[config.mk]
export PLATFORM = sky130hd
export DESIGN_NAME = dacdb_update
export DESIGN_NICKNAME = d
export VERILOG_FILES = /design/src/dacdb_update.v
export VERILOG_INCLUDE_DIRS = /design/src
export SDC_FILE = /design/constraint.sdc
export NUM_CORES = 1
export LEC_CHECK = 0
export BUFFER_PORTS_ARGS = -buffer_cell sky130_fd_sc_hd__clkbuf_2
export CAP_MARGIN = 25
export CORE_ASPECT_RATIO = 1.75
export CORE_UTILIZATION = 45
export DETAILED_ROUTE_END_ITERATION = 10
export PLACE_DENSITY = 0.73
export SLEW_MARGIN = 25
export SYNTH_ARGS = -nofsm -noshare
export SYNTH_HDL_FRONTEND = slang
export SYNTH_SLANG_ARGS = --single-unit
[constraint.sdc]
create_clock -name mclk_i -period 11.3 [get_ports mclk_i]
set_input_delay 0.565 -clock mclk_i [delete_from_list [all_inputs] [get_ports mclk_i]]
set_output_delay 0.565 -clock mclk_i [all_outputs]
set_load 0.005 [all_outputs]
[src/dacdb_map.vh]
// constants for the dac double-buffer update block
`ifndef DACDB_MAP_VH
`define DACDB_MAP_VH
`define DACDB_CODE_W 10
`define DACDB_DATA_W 16
`define DACDB_ADDR_W 5
`define DACDB_TRIG_BIT 15
`define DACDB_NCH 16
`define DACDB_NGAMMA 14
`define DACDB_CODE_ZERO 10'h000
`define DACDB_ADDR_GLAST 5'h0d
`define DACDB_ADDR_COM1 5'h12
`define DACDB_ADDR_COM2 5'h13
`define DACDB_ADDR_WDIS 5'h14
`define DACDB_IDX_COM1 4'he
`define DACDB_IDX_COM2 4'hf
`define DACDB_IDX_HI 3
`define DACDB_WDIS_BIT 0
`endif

[src/dacdb_update.v]
// dac double-buffer update: input bank, output bank, load strobe and otp defaults
`timescale 1ns/10ps
`default_nettype none
`include "dacdb_map.vh"
// Functional notes
// - writes go to input bank; otp writes also load the output
// - load strobe pin transfers all channels
// - data bit 15 write triggers transfer
// - all outputs update together after write
// - power-up loads otp value or zero
// - common-voltage channels have own registers
// - codes storable in otp memory
// - gamma 00000-01101, common 10010-10011, disable 10100
// - otp write also updates dac output
// - read returns applied dac code
module dacdb_update #(
   parameter NCH = `DACDB_NCH, // channel count, gamma plus common
   parameter CW = `DACDB_CODE_W // code width
) (
   input wire mclk_i, // system clock
   input wire rst_n_i, // async reset, active low
   input wire wr_stb_i, // one-cycle write strobe, after final data bit
   input wire otp_wr_i, // write targets otp (with dac), else dac input
   input wire [`DACDB_ADDR_W-1:0] wr_addr_i, // register address
   input wire [`DACDB_DATA_W-1:0] wr_data_i, // 16-bit write data
   input wire [`DACDB_ADDR_W-1:0] rd_addr_i, // read address
   input wire load_strobe_pin_n_i, // load strobe pin, async, active low
   input wire [NCH-1:0] otp_valid_i, // per channel: otp was programmed
   input wire [NCH*CW-1:0] otp_code_i, // per channel stored otp codes
   output reg [NCH*CW-1:0] dac_code_o, // applied dac codes, ch0 lsb
   output reg [CW-1:0] rd_data_o, // applied code of read address
   output reg rd_valid_o, // read address maps to a channel
   output reg [NCH-1:0] otp_prog_o, // one-cycle otp program pulses
   output reg [CW-1:0] otp_prog_data_o, // code to program into otp
   output reg wr_dis_o // otp write disable bit
);
   reg rst_s1_q; // reset release stage 1
   reg rst_s2_q; // synchronised reset
   wire rst_n; // internal reset
   reg ld_s1_q; // load strobe sync stage 1
   reg ld_s2_q; // load strobe sync stage 2
   reg ld_s3_q; // previous synced value for edge detect
   reg init_q; // power-up load pending
   reg [NCH*CW-1:0] in_bank_q; // first register bank
   reg [3:0] idx; // decoded channel index
   reg hit; // address maps to a channel
   reg [3:0] ridx; // read channel index
   reg rhit; // read address valid
   wire trig_sw; // software transfer trigger
   wire trig_hw; // load strobe falling edge
   wire [CW-1:0] wcode; // stored portion of write data
   // trade-off: read mux spans all channels, small at this count

   // reset released through two flops; asserts asynchronously
   // no other process sees rst_n_i directly, so release is clean
   always @(posedge mclk_i or negedge rst_n_i)
   begin
      if (!rst_n_i)
      begin
         rst_s1_q <= 1'b0;
         rst_s2_q <= 1'b0;
      end
      else
      begin
         rst_s1_q <= 1'b1;
         rst_s2_q <= rst_s1_q;
      end
   end
   assign rst_n = rst_s2_q;

   // address decode for writes
   always @*
   begin
      // defaults: low address bits pick a gamma channel, nothing hit
      idx = wr_addr_i[`DACDB_IDX_HI:0];
      hit = 1'b0;
      // channel address map; gaps and the disable address hit nothing
      if (wr_addr_i <= `DACDB_ADDR_GLAST)
         // gamma channels map straight onto their index
         hit = 1'b1;
      // common-voltage channels sit above the gamma block
      else if (wr_addr_i == `DACDB_ADDR_COM1)
      begin
         idx = `DACDB_IDX_COM1;
         hit = 1'b1;
      end
      else if (wr_addr_i == `DACDB_ADDR_COM2)
      begin
         idx = `DACDB_IDX_COM2;
         hit = 1'b1;
      end
   end

   // address decode for reads
   always @*
   begin
      // defaults: gamma index from low bits, not a channel
      ridx = rd_addr_i[`DACDB_IDX_HI:0];
      rhit = 1'b0;
      // same map as the write side
      if (rd_addr_i <= `DACDB_ADDR_GLAST)
         // gamma channel read
         rhit = 1'b1;
      // common-voltage channels
      else if (rd_addr_i == `DACDB_ADDR_COM1)
      begin
         ridx = `DACDB_IDX_COM1;
         rhit = 1'b1;
      end
      else if (rd_addr_i == `DACDB_ADDR_COM2)
      begin
         ridx = `DACDB_IDX_COM2;
         rhit = 1'b1;
      end
   end

   assign wcode = wr_data_i[CW-1:0];
   assign trig_sw = wr_stb_i & ~otp_wr_i & hit & wr_data_i[`DACDB_TRIG_BIT];
   // strobe edge triggers; falling edge used so a line parked high is idle
   assign trig_hw = ld_s3_q & ~ld_s2_q;

   // load strobe synchroniser; only stage 2 feeds the edge detector
   always @(posedge mclk_i or negedge rst_n)
   begin
      if (!rst_n)
      begin
         // parked at the idle high level so reset never fakes an edge
         ld_s1_q <= 1'b1;
         ld_s2_q <= 1'b1;
         ld_s3_q <= 1'b1;
      end
      else
      begin
         ld_s1_q <= load_strobe_pin_n_i;
         ld_s2_q <= ld_s1_q;
         ld_s3_q <= ld_s2_q;
      end
   end

   // per-channel input and output banks
   genvar g;
   generate
      for (g = 0; g < NCH; g = g + 1)
      begin : g_ch
         wire wsel = wr_stb_i & hit & (idx == g);
         // boot value: stored code if programmed, zero otherwise
         wire [CW-1:0] boot = otp_valid_i[g] ? otp_code_i[g*CW +: CW] : `DACDB_CODE_ZERO;
         always @(posedge mclk_i or negedge rst_n)
         begin
            if (!rst_n)
               in_bank_q[g*CW +: CW] <= `DACDB_CODE_ZERO;
            else if (init_q)
               in_bank_q[g*CW +: CW] <= boot;
            else if (wsel)
               in_bank_q[g*CW +: CW] <= wcode;
         end
         // simultaneous update; common channels use same path
         always @(posedge mclk_i or negedge rst_n)
         begin
            if (!rst_n)
               dac_code_o[g*CW +: CW] <= `DACDB_CODE_ZERO;
            else if (init_q)
               dac_code_o[g*CW +: CW] <= boot;
            else if (wsel & otp_wr_i)
               dac_code_o[g*CW +: CW] <= wcode;
            else if (trig_sw)
               dac_code_o[g*CW +: CW] <= wsel ? wcode : in_bank_q[g*CW +: CW];
            // pin load copies the input bank unchanged; software wins a tie
            else if (trig_hw)
               dac_code_o[g*CW +: CW] <= in_bank_q[g*CW +: CW];
         end
         always @(posedge mclk_i or negedge rst_n)
         begin
            if (!rst_n)
               otp_prog_o[g] <= 1'b0;
            // program pulses are refused once the disable bit is set
            else
               otp_prog_o[g] <= wsel & otp_wr_i & ~wr_dis_o;
         end
      end
   endgenerate

   // power-up load, write-disable bit, otp data, readback
   always @(posedge mclk_i or negedge rst_n)
   begin
      if (!rst_n)
      begin
         init_q <= 1'b1;
         wr_dis_o <= 1'b0;
         otp_prog_data_o <= `DACDB_CODE_ZERO;
         rd_data_o <= `DACDB_CODE_ZERO;
         rd_valid_o <= 1'b0;
      end
      else
      begin
         // power-up load lasts exactly one cycle after reset lets go
         init_q <= 1'b0;
         if (wr_stb_i & otp_wr_i & (wr_addr_i == `DACDB_ADDR_WDIS) & wr_data_i[`DACDB_WDIS_BIT])
            wr_dis_o <= 1'b1;
         // data follows every write; only the pulse marks a real program
         otp_prog_data_o <= wcode;
         // read lags one edge, so it trails a transfer by a cycle
         // applied code read
         rd_data_o <= dac_code_o[ridx*CW +: CW];
         rd_valid_o <= rhit;
      end
   end
endmodule // dacdb_update
`default_nettype wire

==> flow_results.org <==
** Placement
- Count of input and output buffers :: around 400
- The congestion estimate from routability-driven global placement came to a little over 0.9.
- The wire-length estimate of the detail-placed layout is ~54000 um.

** Setup path
- The critical path starts at init_q$_DFF_PN1_.
- Crit. End Element :: flip-flop
- Among all stages on the critical path, the largest delay is contributed by nor2_1.
- In this design, the largest share of critical-path delay is due to simple AND/OR/NAND/NOR gates.
- Critical Path, Cell by Cell :: inv_1 -> and2_1 -> o21ai_0 -> nor2_1 -> nor3_4 -> a221o_1
- Element type at the critical path start :: flip-flop
- The worst register-to-register path begins at init_q$_DFF_PN1_.
- The worst setup path is of the flip-flop to flip-flop kind.
- Slowest stage delay, CP :: roughly 850 ps
- Critical Path RT :: about 12000 ps
- In this run the worst path has a maximum fanout of 62.
- The critical path crosses 6 cells after its start point.
- The most critical setup path has its endpoint at dac_code_o[60]$_DFFE_PN0P_.
- Worst Reg2Reg Path Length in Cells :: 6
- The worst register-to-register path ends at dac_code_o[60]$_DFFE_PN0P_.
- Arr. time, crit path :: roughly 4300 ps
- CP bufs+invs :: 1
- Across all register-to-register paths, the minimum setup slack is 7430 ps.

** Power and ir drop
- Power Internal :: 2.361 mW
- Part of the total power dissipated in sequential elements :: 46.4%
- Pleak :: ~11 nW
- Combinational cells account for ~18% of the total power.
- Power spent charging and discharging nets :: around 1.0 mW
- Power spread over the standard cell area amounts to between 150 and 200 nW/um^2.
- Net switching is 30.29% of the power.
- The clock network accounts for between 30 and 40% of the total power.
- Peak VDD IR :: around 0.10 mV

** Worst hold path
- The worst hold path belongs to the class input pin to flip-flop.
- The startpoint identified for the worst hold timing path is load_strobe_pin_n_i.

** CTS
- Buffers added to address setup during post-CTS repair amount to 0.
- Counting the buffers created by CTS gives 36.
- CTS root buf :: clkbuf_16
- Counting along the longest clock path gives a buffer depth of 3.
- Clk_lat worst skew :: roughly 550 ps
- CTS saw between 300 and 400 sinks.
- H-tree depth reported by CTS :: 2
- Post-cts repair resize count :: 0
- Clock-pin slew was measured on the worst setup and hold paths at 70 ps.
- CTS tree :: built

** Logic synthesis
- Sequential cells were found to cover just under 50% of the synthesized design area.
- Ys flop type :: dfrtp_1
- After synthesis, the largest family of logic cells by area is compound AO/OA/AOI/OAI gates.
- The share of synthesized area in the top cell type comes to ~49%.
- Post-synth design cell area :: between 15000 and 20000 sq um
- In the post-synthesis netlist, the biggest area contributors are dfrtp_1 (49%), mux2i_1 (7.9%), o21ai_0 (6.8%).
- Number of synthesized flops with an enable pin :: 0
- Synthesized Nets :: a little over 2000
- Count of warnings emitted by yosys :: 0
- In the synthesized netlist, the number of instances is approximately 1800.
- Synth Area in Adders :: 0%
- Area share of and/or/nand/nor cells after synthesis :: between 10% and 20%
- Fraction of synthesized cell area in xor and xnor cells :: 0%
- After synthesis, the netlist uses 73 different library cells.
- Of all flip-flops after synthesis, the portion carrying an async set or reset was between 90% and 100%.
- Post-synthesis compound-gate area fraction :: 21.26%
- Multiplexer area fraction after synthesis :: around an eighth
- After synthesis the netlist holds a flip-flop and latch count of between 300 and 400.
- In this run the mean area of a mapped cell was 10.02 sq um.
- Area leader, netlist :: dfrtp_1

** Finish
- Fill cells in the final layout number between 3000 and 4000.
- Count of nets after finishing :: 2353
- From synthesis to final layout, the design area changed by 18.90%.
- Seq. cell area :: 9121 sq um
- Multi-input gate area :: 8587 sq um
- Cells with a size suffix above 1 make up between 20% and 30% of the layout.

** STA
- The number of max-slew violations in the final report was 0.
- For the pin with the worst max-slew slack, the measured transition is about 1200 ps.
- Final period utilization :: about a third
- Worst slew margin relative to its limit :: between 20% and 30%
- Final Hold Fails :: 0
- Accumulated negative setup slack :: 0 ps
- Setup repair after global routing left no endpoint under its margin.
- Final Hold Slack :: 104.5 ps
- Based on the critical path, the design can be clocked at up to ~0.26 GHz.
- Shortest clock period the worst path allows after layout :: 3867 ps
- Setup-violating endpoint count in the final report :: 0
- On the final layout, the worst clock skew is 18.34 ps.

** Floorplan
- In this run the core area contains 97 standard-cell rows.
- Die width :: between 150 and 200 um
- For this configuration, the core starts out at a cell density of a little under half.
- The floorplan step defined a core boundary enclosing between 40000 and 50000 sq um.
- The die is roughly 270 um tall.
- The die covers 41660 sq um.
- Boundary Pins :: approximately 410

** Global route
- The number of global-route vias before repair is roughly 17000.
- Global-route wire length before repair :: approximately 110000 um
- The number of antenna violations at the first check in global routing is 7.
- Entering global routing, the biggest net connects 83 pins.
- Global-route total usage across every layer :: between 30% and 40%
- Global routing finished with a remaining overflow of 0.

** Drt
- Via Count :: around 17000
- After detailed routing, the number of remaining DRC violations is 0.
- Once detail routing completed, the nets flagged for antenna violations numbered 0.
- Detailed-router iteration count before antenna repair :: 6
- Post-detailed-route via-to-cell ratio :: roughly 6.4
- The final layout contains routed wiring with a total length of 76130 um.
- The first routing iteration left between 1500 and 2000 violations.
- After detailed routing, the average wire length per cell comes to about 28 um.

** Outcome
- The flow ran to the end, and the final reports show no timing, DRC or antenna violations.

** Flow run
- The tool flagged a number of max-cap violations equal to 0.
-- repair_timing --
action	CTS	global route
hold buffers	1	0
endpoints found under the hold margin	2	0
endpoints found under the setup margin	0	0
-- state kept, by name, indices dropped and copies added (netlist names) --
register / count
dac_code_o: 160
rst_n: 1
otp_prog_data_o: 10
ld_s1_q: 1
rst_s1_q: 1
init_q: 1
otp_prog_o: 16
wr_dis_o: 1
rd_data_o: 10
rd_valid_o: 1
ld_s2_q: 1
in_bank_q: 160
ld_s3_q: 1
-- layer usage --
metal,wire length (um),GRT usage [%],vias to the layer above
met5,26,0,-
met3,6791,7.506,344
met2,34890,56.41,1120
met1,26340,42.58,8567
li1,-,-,7355
met4,8085,34.05,4
-- synthesized netlist by cell type, types with 4 or more instances --
| master | count |
|---|---|
| dfrtp_1 | 360 |
| nand2_1 | 256 |
| o21ai_0 | 250 |
| nor2_1 | 161 |
| mux2i_1 | 145 |
| clkbuf_1 | 98 |
| a31oi_1 | 91 |
| a221o_1 | 49 |
| a22oi_1 | 47 |
| a21oi_1 | 40 |
| buf_2 | 40 |
| mux4_2 | 40 |
| and2_1 | 31 |
| a221oi_1 | 17 |
| a41oi_1 | 16 |
| buf_1 | 15 |
| o211ai_1 | 13 |
| o22a_1 | 13 |
| a211oi_1 | 12 |
| nand2b_1 | 12 |
| inv_1 | 11 |
| nand3_1 | 11 |
| nor3_1 | 8 |
| a211oi_2 | 6 |
| o22ai_1 | 6 |
| a21boi_0 | 5 |
| nor2_2 | 5 |
| o32ai_1 | 5 |
| and3_1 | 4 |
| dfstp_2 | 4 |
| or3_1 | 4 |
-- cells by family (layout without fill, tap and decap cells) --
family,count (synthesis),count (layout)
other cells,2,7
simple gates,522,522
buf+inv,166,504
mux,185,185
flops,364,364
compound gates,595,595
-- area by class of cell --
type,count,share of cell area [%]
repair buffers,429,10.28
diodes,5,0.05729
inverters,11,0.1891
multi-input cells,1304,39.32
flip-flops and latches,364,41.76
clock buffers,55,4.824
clock inverters,9,0.4526
well taps,544,3.117
-- power by group through the flow --
stage,combinational (mW),sequential [mW],clock (mW)
after detailed placement,0.577,1.59,0
final,0.594,1.57,1.22
after global placement,0.564,1.58,0
after floorplan,0.298,1.55,0
after global routing,0.635,1.58,1.28
after CTS,0.580,1.57,1.22
-- stage by stage --
| stage | power [mW] | cells | setup slack (ps) | instance area [sq um] | utilization, % |
|---|---|---|---|---|---|
| 6_report | 3.387 | 2721 | 7433 | 21840 | 54.37 |
| 5_1_grt | 3.491 | 2718 | 7243 | 21830 | 54.35 |
| 4_1_cts | 3.367 | 2715 | 7522 | 21790 | 54.24 |
| 3_5_place_dp | 2.167 | 2650 | 7540 | 20630 | 51.35 |
| 3_3_place_gp | 2.148 | 2650 | 7584 | 20630 | 51.34 |
| 2_1_floorplan | 1.850 | 1834 | 410.9 | 18370 | - |
-- cell usage in the layout (no fill, tap or decap), types with 11 or more instances in the layout --
cell / n
clkbuf_2: 398
dfrtp_1: 359
nand2_1: 256
o21ai_0: 249
nor2_1: 158
mux2i_1: 145
a31oi_1: 90
a221o_1: 49
a22oi_1: 47
mux4_2: 40
a21oi_1: 40
clkbuf_16: 37
and2_1: 31
buf_4: 26
a221oi_1: 17
a41oi_1: 16
o211ai_1: 13
o22a_1: 13
a211oi_1: 12
nand2b_1: 12
clkbuf_1: 12
inv_1: 11
nand3_1: 11
-- worst reg2reg max path: stages, from the launching register on --
cell     delay, ps
dfstp_4        680
inv_1          770
and2_1         640
o21ai_0        280
nor2_1         850
nor3_4         180
a221o_1        360
-- worst min path at each step --
stage                                    to  slack, ps  cells after the start
final                     ld_s1_q$_DFF_PN1_        100                      1
after detailed placement    rst_n$_DFF_PN0_        340                      0
after floorplan             rst_n$_DFF_PN0_        270                      0
after global placement      rst_n$_DFF_PN0_        340                      0
after global routing      ld_s1_q$_DFF_PN1_        100                      1
after CTS                 ld_s1_q$_DFF_PN1_        100                      1
(Power assumes the default switching activity.)
